### src/lpsr_pkg.sv
// Purpose: shared constants and types for the refresh / self-refresh link
// Assumes: one 250 MHz clock shared by controller and memory end
// Notes:   counts derived from times; plain defaults where no figure is known
package lpsr_pkg;
    // link widths and encodings
    localparam int          CA_W          = 10;
    localparam int          CA_REF_AB_BIT = 3;           // high: all-bank, low: per-bank
    localparam logic [2:0]  CMD_REF       = 3'h4;        // ca2 high, ca1 low, ca0 low
    localparam logic [2:0]  CMD_NOP       = 3'h7;
    localparam logic [2:0]  TEMP_STAT_NOM = 3'h3;        // temperature_status_register for 32 ms
    localparam int          BANKS         = 8;
    localparam int          PB_PER_AB     = 8;           // per-bank commands per full rotation
    localparam int          BURST_MAX     = 8;           // all-bank refreshes per burst window

    // times in their own units
    localparam int          CLK_NS        = 4;
    localparam int          TRFCAB_NS     = 130;
    localparam int          TREFI_NS      = 7800;
    localparam int          TREFBW_NS     = 4 * BURST_MAX * TRFCAB_NS;
    localparam int          TREFW_MS      = 32;
    localparam int          TCKESR_NS     = 15;          // plain default
    localparam int          TXSR_NS       = 140;         // plain default
    localparam int          TRFCPB_NS     = 60;          // plain default
    localparam int          REF_MIN_R     = 4096;

    // cycle counts: least times round up, longest round down
    localparam int          TRFCAB_CYC    = (TRFCAB_NS + CLK_NS - 1) / CLK_NS;
    localparam int          TRFCPB_CYC    = (TRFCPB_NS + CLK_NS - 1) / CLK_NS;
    localparam int          TREFBW_CYC    = (TREFBW_NS + CLK_NS - 1) / CLK_NS;
    localparam int          TREFI_CYC     = TREFI_NS / CLK_NS;
    localparam int          TREFW_CYC     = (TREFW_MS * 1000000) / CLK_NS;
    localparam int          TCKESR_CYC    = (TCKESR_NS + CLK_NS - 1) / CLK_NS;
    localparam int          TXSR_CYC      = (TXSR_NS + CLK_NS - 1) / CLK_NS;
    localparam int          CK_STABLE_CYC = 2;
    localparam int          TIM_W         = 12;

    // controller states
    typedef enum logic [3:0] {
        C_RUN  = 4'b0001,
        C_SREF = 4'b0010,
        C_WAKE = 4'b0100,
        C_XSR  = 4'b1000
    } lpsr_cst_e;

    // memory-end states
    typedef enum logic [2:0] {
        D_IDLE = 3'b001,
        D_SREF = 3'b010,
        D_XSR  = 3'b100
    } lpsr_dst_e;
endpackage : lpsr_pkg

### src/lpsr_if.sv
// Purpose: command/address link between controller and memory end
// Assumes: both ends clocked by the same clock
// Notes:   clock stop is signalled beside the link by the controller
interface lpsr_if
    import lpsr_pkg::*;
();
    logic            cke;
    logic            cs_n;
    logic [CA_W-1:0] ca;

    modport ctrl (output cke, output cs_n, output ca);
    modport dev  (input cke, input cs_n, input ca);
endinterface : lpsr_if

### src/lpsr_ctrl.sv
// Purpose: controller end: refresh scheduling and self-refresh entry/exit
// Assumes: user logic keeps banks idle when banks_idle_i is high
// Notes:   refresh window is fixed-phase, started at reset release
module lpsr_ctrl
    import lpsr_pkg::*;
#(
    parameter int TREFW_P  = TREFW_CYC,
    parameter int REF_R    = REF_MIN_R,
    parameter int TCKESR_P = TCKESR_CYC,
    parameter int TXSR_P   = TXSR_CYC,
    parameter int TRFCPB_P = TRFCPB_CYC
) (
    input  wire logic clk_sys_i,
    input  wire logic rstn_i,
    lpsr_if.ctrl      mem,
    input  wire logic banks_idle_i,
    input  wire logic burst_mode_i,
    input  wire logic perbank_i,
    input  wire logic sref_req_i,
    input  wire logic sref_exit_i,
    output logic      ck_stop_o,
    output logic      in_sref_o,
    output logic      cmd_ready_o,
    output logic      ref_o,
    output logic      deficit_o,
    output logic      burst_mode_o
);
    localparam int WIN_W = $clog2(TREFW_P + 1);
    localparam int REF_W = $clog2(REF_R + 2);
    localparam int TI_W  = $clog2(TREFI_CYC + 1);
    localparam int BW_W  = $clog2(TREFBW_CYC + 1);
    lpsr_cst_e        state, next_state;
    logic [TIM_W-1:0] tim, next_tim, gap;
    logic [WIN_W-1:0] win_cnt;
    logic [TI_W-1:0]  trefi_cnt, sub_cnt;
    logic [REF_W-1:0] owed, next_owed, iss_cnt, credit;
    logic [2:0]       pb_cnt, slot_ptr;
    logic [BW_W-1:0]  age [BURST_MAX];
    logic             need_ref, burst_done, next_cke;
    logic [CA_W-1:0]  next_ca;
    // scheduling conditions
    wire in_run    = (state == C_RUN);
    wire in_sr     = (state == C_SREF) || (state == C_WAKE);
    wire win_end   = (win_cnt == WIN_W'(TREFW_P - 1));
    wire trefi_end = (trefi_cnt == TI_W'(TREFI_CYC - 1));
    wire gap_ok    = (gap == '0);
    wire slot_free = (age[slot_ptr] == '0);
    wire tim_zero  = (tim == '0);
    wire ref_base  = in_run && (owed != '0) && gap_ok && banks_idle_i;
    wire issue_ab  = ref_base && !perbank_i && slot_free;
    wire issue_pb  = ref_base && perbank_i;
    wire pb_last   = (pb_cnt == 3'(PB_PER_AB - 1));
    wire ref_unit  = issue_ab || (issue_pb && pb_last);
    wire burst_fin = burst_mode_o && ref_unit && (owed == REF_W'(1));
    wire sref_go   = in_run && sref_req_i && !ref_base && (owed == '0)
                     && !need_ref && banks_idle_i && mem.cke && gap_ok
                     && (pb_cnt == '0) && (!burst_mode_o || burst_done);
    wire xsr_done  = (state == C_XSR) && tim_zero;
    wire short_win = ({1'b0, iss_cnt} + {1'b0, credit}) < (REF_W + 1)'(REF_R);
    // past the entry cycle, so the nop after entry still sees a clock edge
    wire sr_settle = (state == C_SREF) && (tim != TIM_W'(TCKESR_P - 1));
    // burst-window age of the last eight all-bank refreshes
    for (genvar g = 0; g < BURST_MAX; g++) begin : g_slot
        always_ff @(posedge clk_sys_i or negedge rstn_i) begin
            if (!rstn_i) begin
                age[g] <= '0;
            end else if (issue_ab && (slot_ptr == 3'(g))) begin
                age[g] <= BW_W'(TREFBW_CYC - 1);
            end else if (age[g] != '0) begin
                age[g] <= age[g] - 1'b1;
            end
        end
    end
    // refresh debt: regular accrual or burst reload
    always_comb begin
        next_owed = owed;
        if (ref_unit) begin
            next_owed = owed - 1'b1;
        end
        if (!burst_mode_o && trefi_end && !in_sr && (next_owed != '1)) begin
            next_owed = next_owed + 1'b1;
        end
        if ((burst_mode_o || burst_mode_i) && win_end && !in_sr) begin
            next_owed = REF_W'(REF_R);
        end
        if (burst_mode_o && xsr_done) begin
            next_owed = REF_W'(REF_R);
        end
    end
    // self-refresh sequence
    always_comb begin
        next_state = state;
        next_tim   = tim;
        unique case (state)
            C_RUN: begin
                if (sref_go) begin
                    next_state = C_SREF;
                    next_tim   = TIM_W'(TCKESR_P - 1);
                end
            end
            C_SREF: begin
                if (!tim_zero) begin
                    next_tim   = tim - 1'b1;
                end else if (sref_exit_i) begin
                    next_state = C_WAKE;
                    next_tim   = TIM_W'(CK_STABLE_CYC - 1);
                end
            end
            C_WAKE: begin
                if (!tim_zero) begin
                    next_tim   = tim - 1'b1;
                end else begin
                    next_state = C_XSR;
                    next_tim   = TIM_W'(TXSR_P - 1);
                end
            end
            C_XSR: begin
                if (!tim_zero) begin
                    next_tim   = tim - 1'b1;
                end else begin
                    next_state = C_RUN;
                end
            end
            default: begin
                next_state = C_RUN;
                next_tim   = '0;
            end
        endcase
    end
    // link drive: nop unless refresh or entry
    always_comb begin
        next_cke  = !(in_sr || sref_go) || (next_state == C_XSR);
        next_ca   = CA_W'(CMD_NOP);
        if (sref_go) begin
            next_ca = CA_W'(CMD_REF);
        end else if (issue_ab || issue_pb) begin
            next_ca = CA_W'(CMD_REF);
            next_ca[CA_REF_AB_BIT] = issue_ab;
        end
    end
    // sequence and link registers
    always_ff @(posedge clk_sys_i or negedge rstn_i) begin
        if (!rstn_i) begin
            state    <= C_RUN;
            tim      <= '0;
            mem.cke  <= 1'b0;
            mem.cs_n <= 1'b1;
            mem.ca   <= '0;
        end else begin
            state    <= next_state;
            tim      <= next_tim;
            mem.cke  <= next_cke;
            mem.cs_n <= 1'b0;
            mem.ca   <= next_ca;
        end
    end
    // refresh spacing, rotation and slot pointer
    always_ff @(posedge clk_sys_i or negedge rstn_i) begin
        if (!rstn_i) begin
            gap      <= '0;
            pb_cnt   <= '0;
            slot_ptr <= '0;
        end else if (issue_ab) begin
            gap      <= TIM_W'(TRFCAB_CYC - 1);
            slot_ptr <= slot_ptr + 1'b1;
            pb_cnt   <= '0;
        end else if (issue_pb) begin
            gap      <= TIM_W'(TRFCPB_P - 1);
            pb_cnt   <= pb_cnt + 1'b1;
        end else if (!gap_ok) begin
            gap      <= gap - 1'b1;
        end
    end
    // window accounting with self-refresh credit (rounded up)
    always_ff @(posedge clk_sys_i or negedge rstn_i) begin
        if (!rstn_i) begin
            win_cnt   <= '0;
            trefi_cnt <= '0;
            sub_cnt   <= '0;
            iss_cnt   <= '0;
            credit    <= '0;
        end else begin
            trefi_cnt <= trefi_end ? '0 : trefi_cnt + 1'b1;
            if (win_end) begin
                win_cnt <= '0;
                iss_cnt <= '0;
                credit  <= '0;
                sub_cnt <= '0;
            end else begin
                win_cnt <= win_cnt + 1'b1;
                if (ref_unit && (iss_cnt != '1)) begin
                    iss_cnt <= iss_cnt + 1'b1;
                end
                if (in_sr) begin
                    sub_cnt <= trefi_end ? '0 : sub_cnt + 1'b1;
                    if ((sub_cnt == '0) && (credit != '1)) begin
                        credit <= credit + 1'b1;
                    end
                end
            end
        end
    end
    // debt, mode, and post-exit refresh obligation
    always_ff @(posedge clk_sys_i or negedge rstn_i) begin
        if (!rstn_i) begin
            owed         <= '0;
            burst_mode_o <= 1'b0;
            burst_done   <= 1'b0;
            need_ref     <= 1'b0;
        end else begin
            owed <= next_owed;
            if (burst_fin && !burst_mode_i) begin
                burst_mode_o <= 1'b0;
            end else if (win_end && burst_mode_i && !in_sr) begin
                burst_mode_o <= 1'b1;
            end
            if (burst_fin) begin
                burst_done <= 1'b1;
            end else if (ref_unit || sref_go || win_end) begin
                burst_done <= 1'b0;
            end
            if (xsr_done) begin
                need_ref <= 1'b1;
            end else if (ref_unit) begin
                need_ref <= 1'b0;
            end
        end
    end
    // registered status outputs
    always_ff @(posedge clk_sys_i or negedge rstn_i) begin
        if (!rstn_i) begin
            ck_stop_o   <= 1'b0;
            in_sref_o   <= 1'b0;
            cmd_ready_o <= 1'b0;
            ref_o       <= 1'b0;
            deficit_o   <= 1'b0;
        end else begin
            ck_stop_o   <= sr_settle && (next_state == C_SREF);
            in_sref_o   <= (next_state != C_RUN);
            cmd_ready_o <= (next_state == C_RUN) && !sref_go && !ref_base;
            ref_o       <= issue_ab || issue_pb;
            deficit_o   <= win_end && short_win;
        end
    end
endmodule : lpsr_ctrl

### src/flat_wrapper.sv
// flat-port wrapper written by rule: the top's interface ports become plain ports
module lpsr_ctrl_flat import lpsr_pkg::*;
#(
    parameter int TREFW_P  = TREFW_CYC,
    parameter int REF_R    = REF_MIN_R,
    parameter int TCKESR_P = TCKESR_CYC,
    parameter int TXSR_P   = TXSR_CYC,
    parameter int TRFCPB_P = TRFCPB_CYC
)
  (clk_sys_i, rstn_i, banks_idle_i, burst_mode_i, perbank_i, sref_req_i, sref_exit_i, ck_stop_o, in_sref_o, cmd_ready_o, ref_o, deficit_o, burst_mode_o, mem_cke, mem_cs_n, mem_ca);
  lpsr_if mem_i ();
  input  wire logic clk_sys_i;
  input  wire logic rstn_i;
  input  wire logic banks_idle_i;
  input  wire logic burst_mode_i;
  input  wire logic perbank_i;
  input  wire logic sref_req_i;
  input  wire logic sref_exit_i;
  output logic ck_stop_o;
  output logic in_sref_o;
  output logic cmd_ready_o;
  output logic ref_o;
  output logic deficit_o;
  output logic burst_mode_o;
  output wire logic [$bits(mem_i.cke)-1:0] mem_cke;
  output wire logic [$bits(mem_i.cs_n)-1:0] mem_cs_n;
  output wire logic [$bits(mem_i.ca)-1:0] mem_ca;
  assign mem_cke = mem_i.cke;
  assign mem_cs_n = mem_i.cs_n;
  assign mem_ca = mem_i.ca;
  lpsr_ctrl #(.TREFW_P(TREFW_P), .REF_R(REF_R), .TCKESR_P(TCKESR_P), .TXSR_P(TXSR_P), .TRFCPB_P(TRFCPB_P)) u_core (.clk_sys_i(clk_sys_i), .rstn_i(rstn_i), .mem(mem_i), .banks_idle_i(banks_idle_i), .burst_mode_i(burst_mode_i), .perbank_i(perbank_i), .sref_req_i(sref_req_i), .sref_exit_i(sref_exit_i), .ck_stop_o(ck_stop_o), .in_sref_o(in_sref_o), .cmd_ready_o(cmd_ready_o), .ref_o(ref_o), .deficit_o(deficit_o), .burst_mode_o(burst_mode_o));
endmodule
### config.mk
export PLATFORM = sky130hd
export DESIGN_NAME = lpsr_ctrl_flat
export DESIGN_NICKNAME = d
export VERILOG_FILES = /design/src/lpsr_pkg.sv /design/src/lpsr_if.sv /design/src/lpsr_ctrl.sv /design/src/flat_wrapper.sv
export SDC_FILE = /design/constraint.sdc
export NUM_CORES = 1
export LEC_CHECK = 0
export BUFFER_PORTS_ARGS = -buffer_cell sky130_fd_sc_hd__buf_2
export CORE_UTILIZATION = 25
export DETAILED_ROUTE_END_ITERATION = 6
export SLEW_MARGIN = 30
export SYNTH_ARGS = -nofsm -noshare
export SYNTH_HDL_FRONTEND = slang
export SYNTH_SLANG_ARGS = --single-unit
### constraint.sdc
create_clock -name clk_sys_i -period 3.6 [get_ports clk_sys_i]
set_input_delay 0.36 -clock clk_sys_i [delete_from_list [all_inputs] [get_ports clk_sys_i]]
set_output_delay 0.36 -clock clk_sys_i [all_outputs]
set_load 0.01 [all_outputs]
-- After elaboration in Yosys (flattened, before gate mapping)
Cells that the tools add are included.
- input port bits: 7
- output and inout bits: 18
- bits in registers: 226
- eq/ne operators: 27
- bitwise gates (word level): 1
- $lt $le $gt $ge: 2
- reductions and logical operators: 93
- add/subtract/negate cells: 20
- muxes and demuxes: 58
- operators by type and width (kind ; count):
    $mux W11 ; 22
    $mux W13 ; 9
    $mux W12 ; 8
    $reduce_bool A11 Y1 ; 8
    $sub A11 B1 Y11 const B ; 8
    $pmux W12 S4 ; 1
    $logic_and A1 B1 Y1 ; 43
    $add A13 B1 Y13 const B ; 3
    $ne A13 B13 Y1 const B ; 3
    $bmux W11 S3 ; 1
    $reduce_bool A2 Y1 ; 15
    $logic_not A12 Y1 ; 2
    $mux W4 ; 6
    $sub A12 B1 Y12 const B ; 2
    $add A23 B1 Y23 const B ; 1
    $eq A23 B23 Y1 const B ; 1
    $mux W23 ; 1
    $add A11 B1 Y11 const B ; 2
    $logic_not A11 Y1 ; 2
    $pmux W4 S4 ; 1
    $eq A3 B3 Y1 const B ; 5
    $add A13 B13 Y14 ; 1
    $lt A14 B13 Y1 const B ; 1
    $eq A13 B1 Y1 const B ; 1
    other kinds (25) ; 54

-- Depth between registers and ports, before layout
Gate-level depths: netlist (run 1).
- word-level depth: 18
- depth in mapped cells: 15
- mapped depth without buffers: 13

-- Worst setup path before layout (run 1)
No wires, ideal clock.
- path type: register to register
- from: reg u_core.owed[0]
- to: reg u_core.owed[11]
- setup time: 0.120 ns
- required time: 3.480 ns
- stages on the path, launching flop included: 16
- setup slack: -0.063 ns
- arrival: 3.543 ns
- cells stage by stage: dfrtp_1 inv_1 ha_1 or4b_2 nor4_2 nor4_2 o31ai_2 buf_2 nand2_1 o21ai_0 ha_1 o21ai_0 o31a_1 buf_6 a31oi_1 and3b_1
- word-level cells in the longest chain between the ends: 13
- elaborated cells between the ends (all ways): 17
- ends and longest elaborated chain (item ; line ; RTL):
    start, declared ; lpsr_ctrl.sv:36 ; logic [REF_W-1:0] owed, next_owed, iss_cnt, credit;
    start signal, assigned ; lpsr_ctrl.sv:211 ; owed <= next_owed;
    branches (longest 7 deep; another with $sub A13 B1 Y13) ; -- ;
    $mux W13 (*) ; lpsr_ctrl.sv:77 ; if (ref_unit) begin
    branches (longest 2 deep; another with $add A13 B1 Y13) ; -- ;
    $mux W13 (*) ; lpsr_ctrl.sv:80 ; if (!burst_mode_o && trefi_end && !in_sr && (next_owed != '1)) begin
    $mux W13 (*) ; lpsr_ctrl.sv:83 ; if ((burst_mode_o || burst_mode_i) && win_end && !in_sr) begin
    $mux W13 (*) ; lpsr_ctrl.sv:86 ; if (burst_mode_o && xsr_done) begin
    via u_core.next_owed[11] ; lpsr_ctrl.sv:36 ;
Mark *: on every way through the listed nets, which the timed path passes.
A chain may end at the register's enable or synchronous reset.

-- Worst setup path in the final report (run 1)
- from: reg u_core.age[82] (netlist bit)
- to: reg u_core.owed[6]
- word-level cells in the longest chain between the ends: 12
- elaborated cells between the ends (all ways): 13
- ends and longest elaborated chain (item ; line ; RTL):
    start, declared ; lpsr_ctrl.sv:38 ; logic [BW_W-1:0] age [BURST_MAX];
    start signal, assigned by index ; lpsr_ctrl.sv:68 ; age[g] <= BW_W'(TREFBW_CYC - 1);
    start signal, assigned by index ; lpsr_ctrl.sv:70 ; age[g] <= age[g] - 1'b1;
    $bmux W11 S3 (*) ; lpsr_ctrl.sv:47 ; wire slot_free = (age[slot_ptr] == '0);
    $mux W11 (implied by the code) (*) (2 in a row) ; lpsr_ctrl.sv:47 ;
    $logic_not A11 Y1 (*) ; lpsr_ctrl.sv:47 ;
    $logic_and A1 B1 Y1 (*) ; lpsr_ctrl.sv:50 ; wire issue_ab = ref_base && !perbank_i && slot_free;
    $logic_or A1 B1 Y1 (*) ; lpsr_ctrl.sv:53 ; wire ref_unit = issue_ab || (issue_pb && pb_last);
    $mux W13 (*) ; lpsr_ctrl.sv:77 ;
    branches (longest 2 deep; another with $add A13 B1 Y13) ; -- ;
    $mux W13 (*) ; lpsr_ctrl.sv:80 ;
    $mux W13 (*) ; lpsr_ctrl.sv:83 ;
    $mux W13 (*) ; lpsr_ctrl.sv:86 ;
    via u_core.next_owed[6] ; lpsr_ctrl.sv:36 ;
Mark *: on every way through the listed nets, which the timed path passes. The select of a mux whose other input is x is not followed.

==> results of run 1 <==
[registers in the layout, summed over array words and instances, names as in the netlist, 11 cells and up]
signal / count
u_core.tim: 12
u_core.trefi_cnt: 11
u_core.owed: 13
u_core.sub_cnt: 11
u_core.age: 88
u_core.iss_cnt: 13
u_core.credit: 13
u_core.gap: 12
u_core.win_cnt: 23
[worst max-delay path, cell delays in order (launching register included)]
cell and delay (ns):
dfrtp_1 0.37, or4_4 0.54, or4_4 0.45, a2111oi_4 0.42
or2_4 0.21, o31ai_4 0.13, nor4b_4 0.39, o221ai_4 0.18
buf_6 0.16, o311ai_4 0.33, o21ai_1 0.10, nor3b_1 0.14
[cell usage after synthesis (3+ instances only)]
master	number
o2111ai_1	3
dfrtp_1	217
nor2b_1	3
ha_1	43
or4_1	10
o31a_1	4
xor2_1	51
inv_1	41
nand2b_1	9
o21ai_1	3
and2_1	6
a21oi_1	60
a21o_1	4
nor4_1	28
nor4_2	3
and3_1	30
nand3_1	60
o41ai_1	4
o31ai_1	7
o211ai_1	10
nand3b_1	4
mux2i_1	3
a22o_1	5
buf_4	8
nor4b_1	6
nand2_1	118
and4_1	6
buf_1	3
nand4_1	19
or4_4	4
or2_2	9
o21ai_0	52
clkbuf_1	32
nor3b_1	12
or3_1	29
a31oi_1	4
xnor2_1	80
nor3_1	53
nor2_1	160
[power groups by stage]
stage | Sequential, mW | Clock (mW) | Combinational [mW]
floorplan | 2.62 | 0 | 0.249
finish | 2.59 | 2.70 | 0.416
global placement | 2.63 | 0 | 0.398
detailed placement | 2.63 | 0 | 0.406
global route | 2.60 | 2.87 | 0.473
CTS | 2.59 | 2.78 | 0.415
[logic make-up after synthesis]
group,after synthesis,share of synthesized area [%]
XOR/XNOR,131,9.78
other,2,0.0640
AND/OR/NAND/NOR,583,25.4
AO/OA/AOI/OAI,182,9.90
adder cells (fa/ha/maj),43,4.59
buffers and inverters,86,3.08
flip-flops,219,46.8
multiplexers,5,0.448
[path summary, 6_finish.rpt]
check	cells past startpoint	slack [ns]	start	end
setup reg to reg	11	0.04	u_core.age[82]	u_core.owed[6]
hold / removal	3	0.12	burst_mode_i	u_core.burst_mode_o
min in group asynchronous	2	0.42	rstn_i	u_core.mem.ca[2]
hold reg to reg	1	0.47	u_core.gap[6]	u_core.gap[6]
setup / recovery	11	0.04	u_core.age[82]	u_core.owed[6]
max in group asynchronous	3	2.29	rstn_i	u_core.slot_ptr[0]
[what timing repair did]
action / in CTS / in global routing
endpoints found under the hold margin: 97 / 0
hold buffers: 1 / 0
setup endpoints to repair: 13 / 14
gates resized for setup: 9 / 17
buffers inserted: 2 / 1
gates cloned: 1 / 0
pin swaps: 8 / 17
[metal layers]
metal	up-vias	share of wire, %	routed length [um]
li1	4569	-	-
met1	4531	48	12400
met2	105	47	12100
met3	42	2.3	593
met4	0	2.6	659
met5	-	0	0
[final cells by class]
cell class	count	area [um2]	area share (%)
Clock buffer	33	696	4.95
Clock inverter	13	175	1.25
Inverter	41	154	1.09
Multi-Input combinational cell	953	6040	42.9
Sequential cell	219	5480	39.0
Tap cell	600	751	5.34
Timing Repair Buffer	99	763	5.43
==> flow_metrics.env, run 1 <==
export IMPL_wire_per_inst_um=13.1
export IMPL_synthArstFlopShare_pct=100
export IMPL_arrival_ns=3.96
export IMPL_die_w_um=219
export IMPL_use_met2_pct=18.4
export IMPL_setup_viol=0
export IMPL_syn2layout_area_growth_pct=19.9
export IMPL_vias=9247
export IMPL_final_cells=1958
export IMPL_rsz0062_at_grt="true"
export IMPL_tightest_slew_ns=0.868
export IMPL_place_gp_congestion=0.823
export IMPL_syn_cell_area_um2=11700
export IMPL_slew_violations=0
export IMPL_hold_viol=0
export IMPL_h_tree_depth=1
export IMPL_synth_cell_type_count=76
export IMPL_grt_overflow=0
export IMPL_synth_area_leaders="dfrtp_1 46%, xnor2_1 6.0%, nor2_1 5.1%"
export IMPL_layout_common_cells="216 x dfrtp_1, 160 x nor2_1, 117 x nand2_1"
export IMPL_insertedDiodeCount=0
export IMPL_avgSynthCellArea_um2=9.37
export IMPL_slew_limit_headroom_pct=41.7
export IMPL_start_kind="flip-flop"
export IMPL_placed_cell_area_um2=13000
export IMPL_finalSetupTns_ns=0
export IMPL_cts_buffers=25
export IMPL_layout_worst_path_cycle_share_pct=98.8
export IMPL_crit_fanout=8
export IMPL_die_height_um=219
export IMPL_synth_edff_count=0
export IMPL_timing_max_cap_violations=0
export IMPL_worstSetupPathType="reg2reg"
export IMPL_final_common_cell="dfrtp_1"
export IMPL_antenna_found_initial=0
export IMPL_grt_pass1_vias=9170
export IMPL_cts_tree="done"
export IMPL_clockBufferDepth=3
export IMPL_peakVddDrop_uv=257
export IMPL_core_area_um2=45800
export IMPL_boundaryPins=25
export IMPL_yosys_register_bits=219
export IMPL_grt_pass1_wl_um=44100
export IMPL_synthCells=1251
export IMPL_grt_met1_usage_pct=14.5
export IMPL_via_per_inst=4.72
export IMPL_timing_final_ws_setup_ns=0.0430
export IMPL_grt_usage_pct=10.9
export IMPL_routed_wl_um=25700
export IMPL_finalHoldWorstSlack_ns=0.115
export IMPL_firstDrtPassIters=4
export IMPL_use_met3_pct=1.48
export IMPL_hold_class="in2reg"
export IMPL_placedCellCount=1907
export IMPL_synth_top_cell_area_share_pct=46.3
export IMPL_fill_cells=4661
export IMPL_seq_area_frac_synth_pct=46.8
export IMPL_post_route_min_period_ns=3.56
export IMPL_max_freq_ghz=0.281
export IMPL_grt_busiest_layer="met2"
export IMPL_first_iter_violations=604
export IMPL_clkPwrFrac_pct=47.3
export IMPL_clkTransAtPathRegs_ns=0.06
export IMPL_ys_flop_type="dfrtp_1"
export IMPL_root_buffer="clkbuf_16"
export IMPL_ant_nets=0
export IMPL_switchingPower_mw=1.37
export IMPL_num_rows=78
export IMPL_comb_power_share_pct=7.3
export IMPL_clk_latency_ns=0.54
export IMPL_sw_frac_of_total_pct=24.1
export IMPL_io_buffers=18
export IMPL_dieArea_um2=47800
export IMPL_grt_max_degree=102
export IMPL_status="complete, no violations"
export IMPL_cp_end_kind="flip-flop"
export IMPL_fin_util_pct=30.7
export IMPL_power_frac_seq_pct=45.4
export IMPL_internal_power_mw=4.34
export IMPL_hpwl_um=17800
export IMPL_nets=1389
export IMPL_clock_sinks=219
export IMPL_drc_errors=0
export IMPL_layout_drive_gt1_share_pct=14.2
export IMPL_required_ns=4.00
export IMPL_p_leak_nw=5.80
export IMPL_final_area_um2=14100
export IMPL_cellPowerDensity_nw_per_um2=406
export IMPL_start_util_pct=25.6
export IMPL_synth_area_leader_cell="dfrtp_1"
export IMPL_total_power_mw=5.71
export IMPL_preCtsSetupSlack_ns=-0.105
export IMPL_ys_warn_count=0
export IMPL_fin_skew_ns=0.0273
(Power assumes the default switching activity.)
==> run 2: changes to the inputs <==
Clock period 3.6 ns to 2.85 ns, I/O delays scaled along.
==> run 2 against run 1 <==
The flow now finishes with violations (negative setup slack). Final cell count up 8.7%. Clock power up 27%. Setup slack got worse by 0.71 ns. Critical path depth grew 1. Die area unchanged. Global-route usage grew 0.91 points. Critical endpoint unchanged.
==> flow_metrics.env, run 2 (synthesis results as in run 1) <==
export IMPL_via_per_inst=4.65
export IMPL_grt_pass1_vias=10000
export IMPL_clk_latency_ns=0.56
export IMPL_routed_wl_um=28200
export IMPL_required_ns=3.29
export IMPL_power_frac_seq_pct=43.5
export IMPL_die_height_um=219
export IMPL_antenna_found_initial=0
export IMPL_path_depth=12
export IMPL_violations="negative setup slack"
export IMPL_layout_drive_gt1_share_pct=33.8
export IMPL_firstDrtPassIters=5
export IMPL_boundaryPins=25
export IMPL_rr_startpoint="u_core.age[71]"
export IMPL_grt_max_degree=74
export IMPL_critPathSlowestCell="or4_4"
export IMPL_syn2layout_area_growth_pct=38.8
export IMPL_max_stage_delay_ns=0.53
export IMPL_grt_pass1_wl_um=47500
export IMPL_switchingPower_mw=1.85
export IMPL_clkTransAtPathRegs_ns=0.06
export IMPL_h_tree_depth=1
export IMPL_clkPwrFrac_pct=45.7
export IMPL_vias=9900
export IMPL_status="complete, but fails checks"
export IMPL_grt_overflow=0
export IMPL_tightest_slew_ns=0.899
export IMPL_p_leak_nw=6.83
export IMPL_cellPowerDensity_nw_per_um2=460
export IMPL_start_util_pct=25.6
export IMPL_final_common_cell="buf_4"
export IMPL_top_regs="u_core.age x88, u_core.win_cnt x23"
export IMPL_r2r_end="u_core.owed[6]"
export IMPL_peakVddDrop_uv=398
export IMPL_fill_cells=4550
export IMPL_worstSetupPathType="reg2reg"
export IMPL_first_iter_violations=590
export IMPL_dieArea_um2=47800
export IMPL_hold_path_cell_count=3
export IMPL_setup_viol=137
export IMPL_multi_input_area_um2=6840
export IMPL_largest_reg_flops=88
export IMPL_max_freq_ghz=0.284
export IMPL_nets=1560
export IMPL_layout_common_cells="220 x buf_4, 217 x dfrtp_1, 118 x nor2_1"
export IMPL_clock_sinks=219
export IMPL_comb_power_share_pct=10.8
export IMPL_finalHoldWorstSlack_ns=0.0355
export IMPL_internal_power_mw=5.64
export IMPL_cp_num_buf_inv=2
export IMPL_post_route_min_period_ns=3.52
export IMPL_cp_cell_sequence="or4_4, or4_4, a2111oi_4, or2_4, o31ai_4, nor4b_4, o221ai_2, buf_4, buf_4, o311ai_4, o21ai_1, nor3b_2"
export IMPL_place_gp_congestion=0.849
export IMPL_regMostFlops="u_core.age"
export IMPL_final_cells=2129
export IMPL_slew_violations=0
export IMPL_num_rows=78
export IMPL_die_w_um=219
export IMPL_hp_start="burst_mode_i"
export IMPL_preCtsSetupSlack_ns=-0.747
export IMPL_hpwl_um=19300
export IMPL_cp_end_kind="flip-flop"
export IMPL_reg2reg_slack_ns=-0.67
export IMPL_start_kind="flip-flop"
export IMPL_ff2ff_path_depth=12
export IMPL_fin_skew_ns=0.0292
export IMPL_drc_errors=0
export IMPL_total_power_mw=7.48
export IMPL_io_buffers=18
export IMPL_slew_limit_headroom_pct=39.6
export IMPL_ant_nets=0
export IMPL_layout_worst_path_cycle_share_pct=123
export IMPL_wire_per_inst_um=13.2
export IMPL_root_buffer="clkbuf_16"
export IMPL_clockBufferDepth=3
export IMPL_core_area_um2=45800
export IMPL_timing_final_ws_setup_ns=-0.667
export IMPL_holdPathEnd="u_core.burst_mode_o"
export IMPL_cts_buffers=26
export IMPL_cpLargestDelayFamily="simple AND/OR/NAND/NOR gates"
export IMPL_arrival_ns=3.96
export IMPL_rsz0062_at_grt="true"
export IMPL_grt_usage_pct=11.9
export IMPL_fin_util_pct=35.6
export IMPL_cts_tree="done"
export IMPL_timing_max_cap_violations=0
export IMPL_insertedDiodeCount=0
export IMPL_hold_class="in2reg"
export IMPL_regArea_um2=5480
export IMPL_sw_frac_of_total_pct=24.7
export IMPL_placedCellCount=2045
export IMPL_crit_fanout=6
export IMPL_hold_viol=0
run 2: changes by cell type in the layout (fill, tap and decap cells not counted), sizes merged:
cell and change:
clkinvlp -1, bufinv -1, clkbuf +2, buf +169, clkinv +3, inv -1
run 2: worst max-delay path by stage:
| stage | from | end | slack (ns) |
|---|---|---|---|
| floorplan | u_core.age[69] | u_core.owed[11] | -0.52 |
| global placement | u_core.age[71] | u_core.owed[0] | -0.66 |
| detailed placement | u_core.age[71] | u_core.owed[11] | -0.75 |
| CTS | u_core.age[71] | u_core.owed[5] | -0.59 |
| global route | u_core.age[71] | u_core.owed[5] | -0.83 |
| finish | u_core.age[71] | u_core.owed[6] | -0.67 |
run 2: stage by stage:
| step | setup TNS (ns) | cell area (um2) |
|---|---|---|
| floorplan | -5.02 | 11900 |
| global placement | -15.11 | 14200 |
| detailed placement | -21.05 | 14200 |
| CTS | -11.92 | 15600 |
| global route | -39.03 | 16300 |
| finish | -24.53 | 16300 |
run 2: repair_timing:
action	CTS	global route
gates cloned	2	1
resized for setup	94	140
pin swaps	52	51
endpoints found under the setup margin	124	142
hold buffers	1	0
hold endpoints to repair	69	0
setup buffers	19	18
run 2: routing by layer:
layer	share of wire (%)	wire length [um]	GRT usage [%]
met5	0	0	0
met3	3.1	866	1.92
met4	2.6	730	3.40
met1	47	13300	15.8
met2	47	13300	19.7
run 2: worst min-delay path: cells and delay by family:
| family | cells | cell delay [ns] |
|---|---|---|
| and+or+nand+nor | 2 | 0.14 |
| buffers and inverters | 1 | 0.12 |
run 2: area by class of cell:
type	count	share of cell area, %
multi-input combinational	953	42.0
sequential	219	33.7
timing repair buffer	269	13.3
tap	600	4.61
clock buffer	34	4.44
inverter	41	0.961
clock inverter	13	0.907
run 2: power by group through the flow:
stage | combinational (mW) | sequential [mW] | clock [mW]
final | 0.810 | 3.26 | 3.42
after global routing | 0.883 | 3.26 | 3.62
after CTS | 0.764 | 3.25 | 3.52
after detailed placement | 0.698 | 3.31 | 0
after global placement | 0.682 | 3.30 | 0
after floorplan | 0.372 | 3.31 | 0
==> run 3: changes to the inputs <==
Settings changed: CORE_ASPECT_RATIO from default to 1.75.
==> run 3 against run 2 <==
The run ends with design-rule violations, negative setup slack left. Flip-flop and latch count did not move. Wire length rose by 2.6%. Sequential share of layout area rose by 0.89 points. Clock power fell by 16%.
==> flow_metrics.env, run 3 (synthesis results as in run 1) <==
export IMPL_start_util_pct=25.4
export IMPL_cellPowerDensity_nw_per_um2=438
export IMPL_wire_per_inst_um=13.7
export IMPL_start_kind="flip-flop"
export IMPL_dieArea_um2=47800
export IMPL_crit_fanout=6
export IMPL_cts_tree="done"
export IMPL_vias=10000
export IMPL_finalHoldWorstSlack_ns=0.0414
export IMPL_place_gp_congestion=0.866
export IMPL_cp_end_kind="flip-flop"
export IMPL_grt_max_degree=87
export IMPL_die_height_um=289
export IMPL_required_ns=3.26
export IMPL_finalSetupTns_ns=-13.52
export IMPL_layout_worst_path_cycle_share_pct=124
export IMPL_h_tree_depth=1
export IMPL_placed_cell_area_um2=14300
export IMPL_clockBufferDepth=3
export IMPL_antenna_found_initial=1
export IMPL_nets=1558
export IMPL_layout_drive_gt1_share_pct=31.3
export IMPL_tightest_slew_ns=0.666
export IMPL_core_area_um2=46200
export IMPL_setup_viol=101
export IMPL_top_regs="u_core.age x88, u_core.win_cnt x23"
export IMPL_syn2layout_area_growth_pct=35.2
export IMPL_rsz0062_at_grt="true"
export IMPL_grt_overflow=0
export IMPL_drc_errors=12
export IMPL_grt_pass1_vias=10500
export IMPL_ant_nets=0
export IMPL_first_iter_violations=336
export IMPL_final_cells=2109
export IMPL_fin_skew_ns=0.00690
export IMPL_final_area_um2=15900
export IMPL_worstSetupPathType="reg2reg"
export IMPL_post_route_min_period_ns=3.54
export IMPL_boundaryPins=25
export IMPL_total_power_mw=6.95
export IMPL_num_rows=104
export IMPL_root_buffer="clkbuf_16"
export IMPL_arrival_ns=3.95
export IMPL_hold_viol=0
export IMPL_status="complete, but fails checks"
export IMPL_hold_class="in2reg"
export IMPL_violations="design-rule violations, negative setup slack"
export IMPL_timing_max_cap_violations=0
export IMPL_firstDrtPassIters=6
export IMPL_layout_common_cells="222 x buf_4, 217 x dfrtp_1, 124 x nor2_1"
export IMPL_clock_sinks=219
export IMPL_final_common_cell="buf_4"
export IMPL_regMostFlops="u_core.age"
export IMPL_io_buffers=18
export IMPL_placedCellCount=2042
export IMPL_grt_pass1_wl_um=48400
export IMPL_peakVddDrop_uv=329
export IMPL_hpwl_um=20900
export IMPL_cts_buffers=23
export IMPL_slew_limit_headroom_pct=55.5
export IMPL_routed_wl_um=28900
export IMPL_clk_latency_ns=0.53
export IMPL_largest_reg_flops=88
export IMPL_slew_violations=0
export IMPL_die_w_um=166
export IMPL_max_freq_ghz=0.282
export IMPL_clkTransAtPathRegs_ns=0.06
export IMPL_via_per_inst=4.76
export IMPL_p_leak_nw=6.69
export IMPL_timing_final_ws_setup_ns=-0.691
export IMPL_grt_usage_pct=12.1
[run 3: changes by cell type in the layout (fill, tap and decap cells not counted), sizes merged]
cell,before,now
bufinv,3,0
o31a,5,4
buf,267,270
diode,0,1
clkinvlp,0,1
inv,41,42
clkinv,10,1
clkbuf,35,39
[run 3: final timing paths]
path,startpoint,endpoint,slack (ns),cells past startpoint
worst max-delay path,u_core.age[71],u_core.owed[5],-0.69,14
worst min-delay path,burst_mode_i,u_core.burst_mode_o,0.04,3
worst max register to register,u_core.age[71],u_core.owed[5],-0.69,14
worst min register to register,u_core.win_cnt[8],u_core.win_cnt[8],0.48,1
max in group asynchronous,rstn_i,u_core.age[22],1.67,3
min in group asynchronous,rstn_i,u_core.win_cnt[16],0.30,2
[run 3: power breakdown]
part	internal [mW]	switching (mW)	total, mW
registers	3.19	0.0621	3.25
clock network	1.61	1.26	2.87
logic	0.416	0.409	0.825
[run 3: per-stage QoR]
stage                     worst slack [ns]  util [%]
after floorplan                     -0.515         -
after global placement              -0.639      30.9
after detailed placement            -0.712      30.9
after CTS                           -0.669      33.6
after global routing                -0.842      34.3
final                               -0.691      34.3
[run 3: routing by layer]
| layer | track usage, % | share of wire [%] | vias up | routed length [um] |
|---|---|---|---|---|
| li1 | - | - | 4897 | - |
| met1 | 12.0 | 37 | 4950 | 10800 |
| met2 | 24.9 | 56 | 115 | 16300 |
| met3 | 1.63 | 2.7 | 73 | 794 |
| met4 | 5.21 | 3.6 | 2 | 1050 |
| met5 | 0 | 0.045 | - | 13 |
[run 3: worst max-delay path, stage by stage, from the launching register on]
cell and delay (ns):
dfrtp_1 0.38, or4_4 0.53, or4_4 0.44, a2111oi_4 0.37, or2_4 0.19, o31ai_4 0.13, buf_6 0.19, o21ai_4 0.16
ha_4 0.17, o21ai_4 0.06, buf_6 0.13, o31ai_4 0.35, buf_6 0.16, o21a_1 0.10, nor3_1 0.04
[run 3: cell type report]
cell class | count | area (um2)
fillers | 4589 | 30300
inverters | 41 | 156
multi-input cells | 952 | 6610
clock inverters | 3 | 21.3
diodes | 1 | 2.50
flip-flops and latches | 219 | 5480
well taps | 583 | 729
clock buffers | 39 | 676
repair buffers | 271 | 2170
[run 3: what timing repair did]
item / in CTS / in global routing
setup endpoints to repair: 104 / 144
cloned: 1 / 0
hold endpoints to repair: 62 / 0
hold buffers: 1 / 0
buffers inserted: 21 / 9
pin swaps: 32 / 36
gates resized for setup: 92 / 92
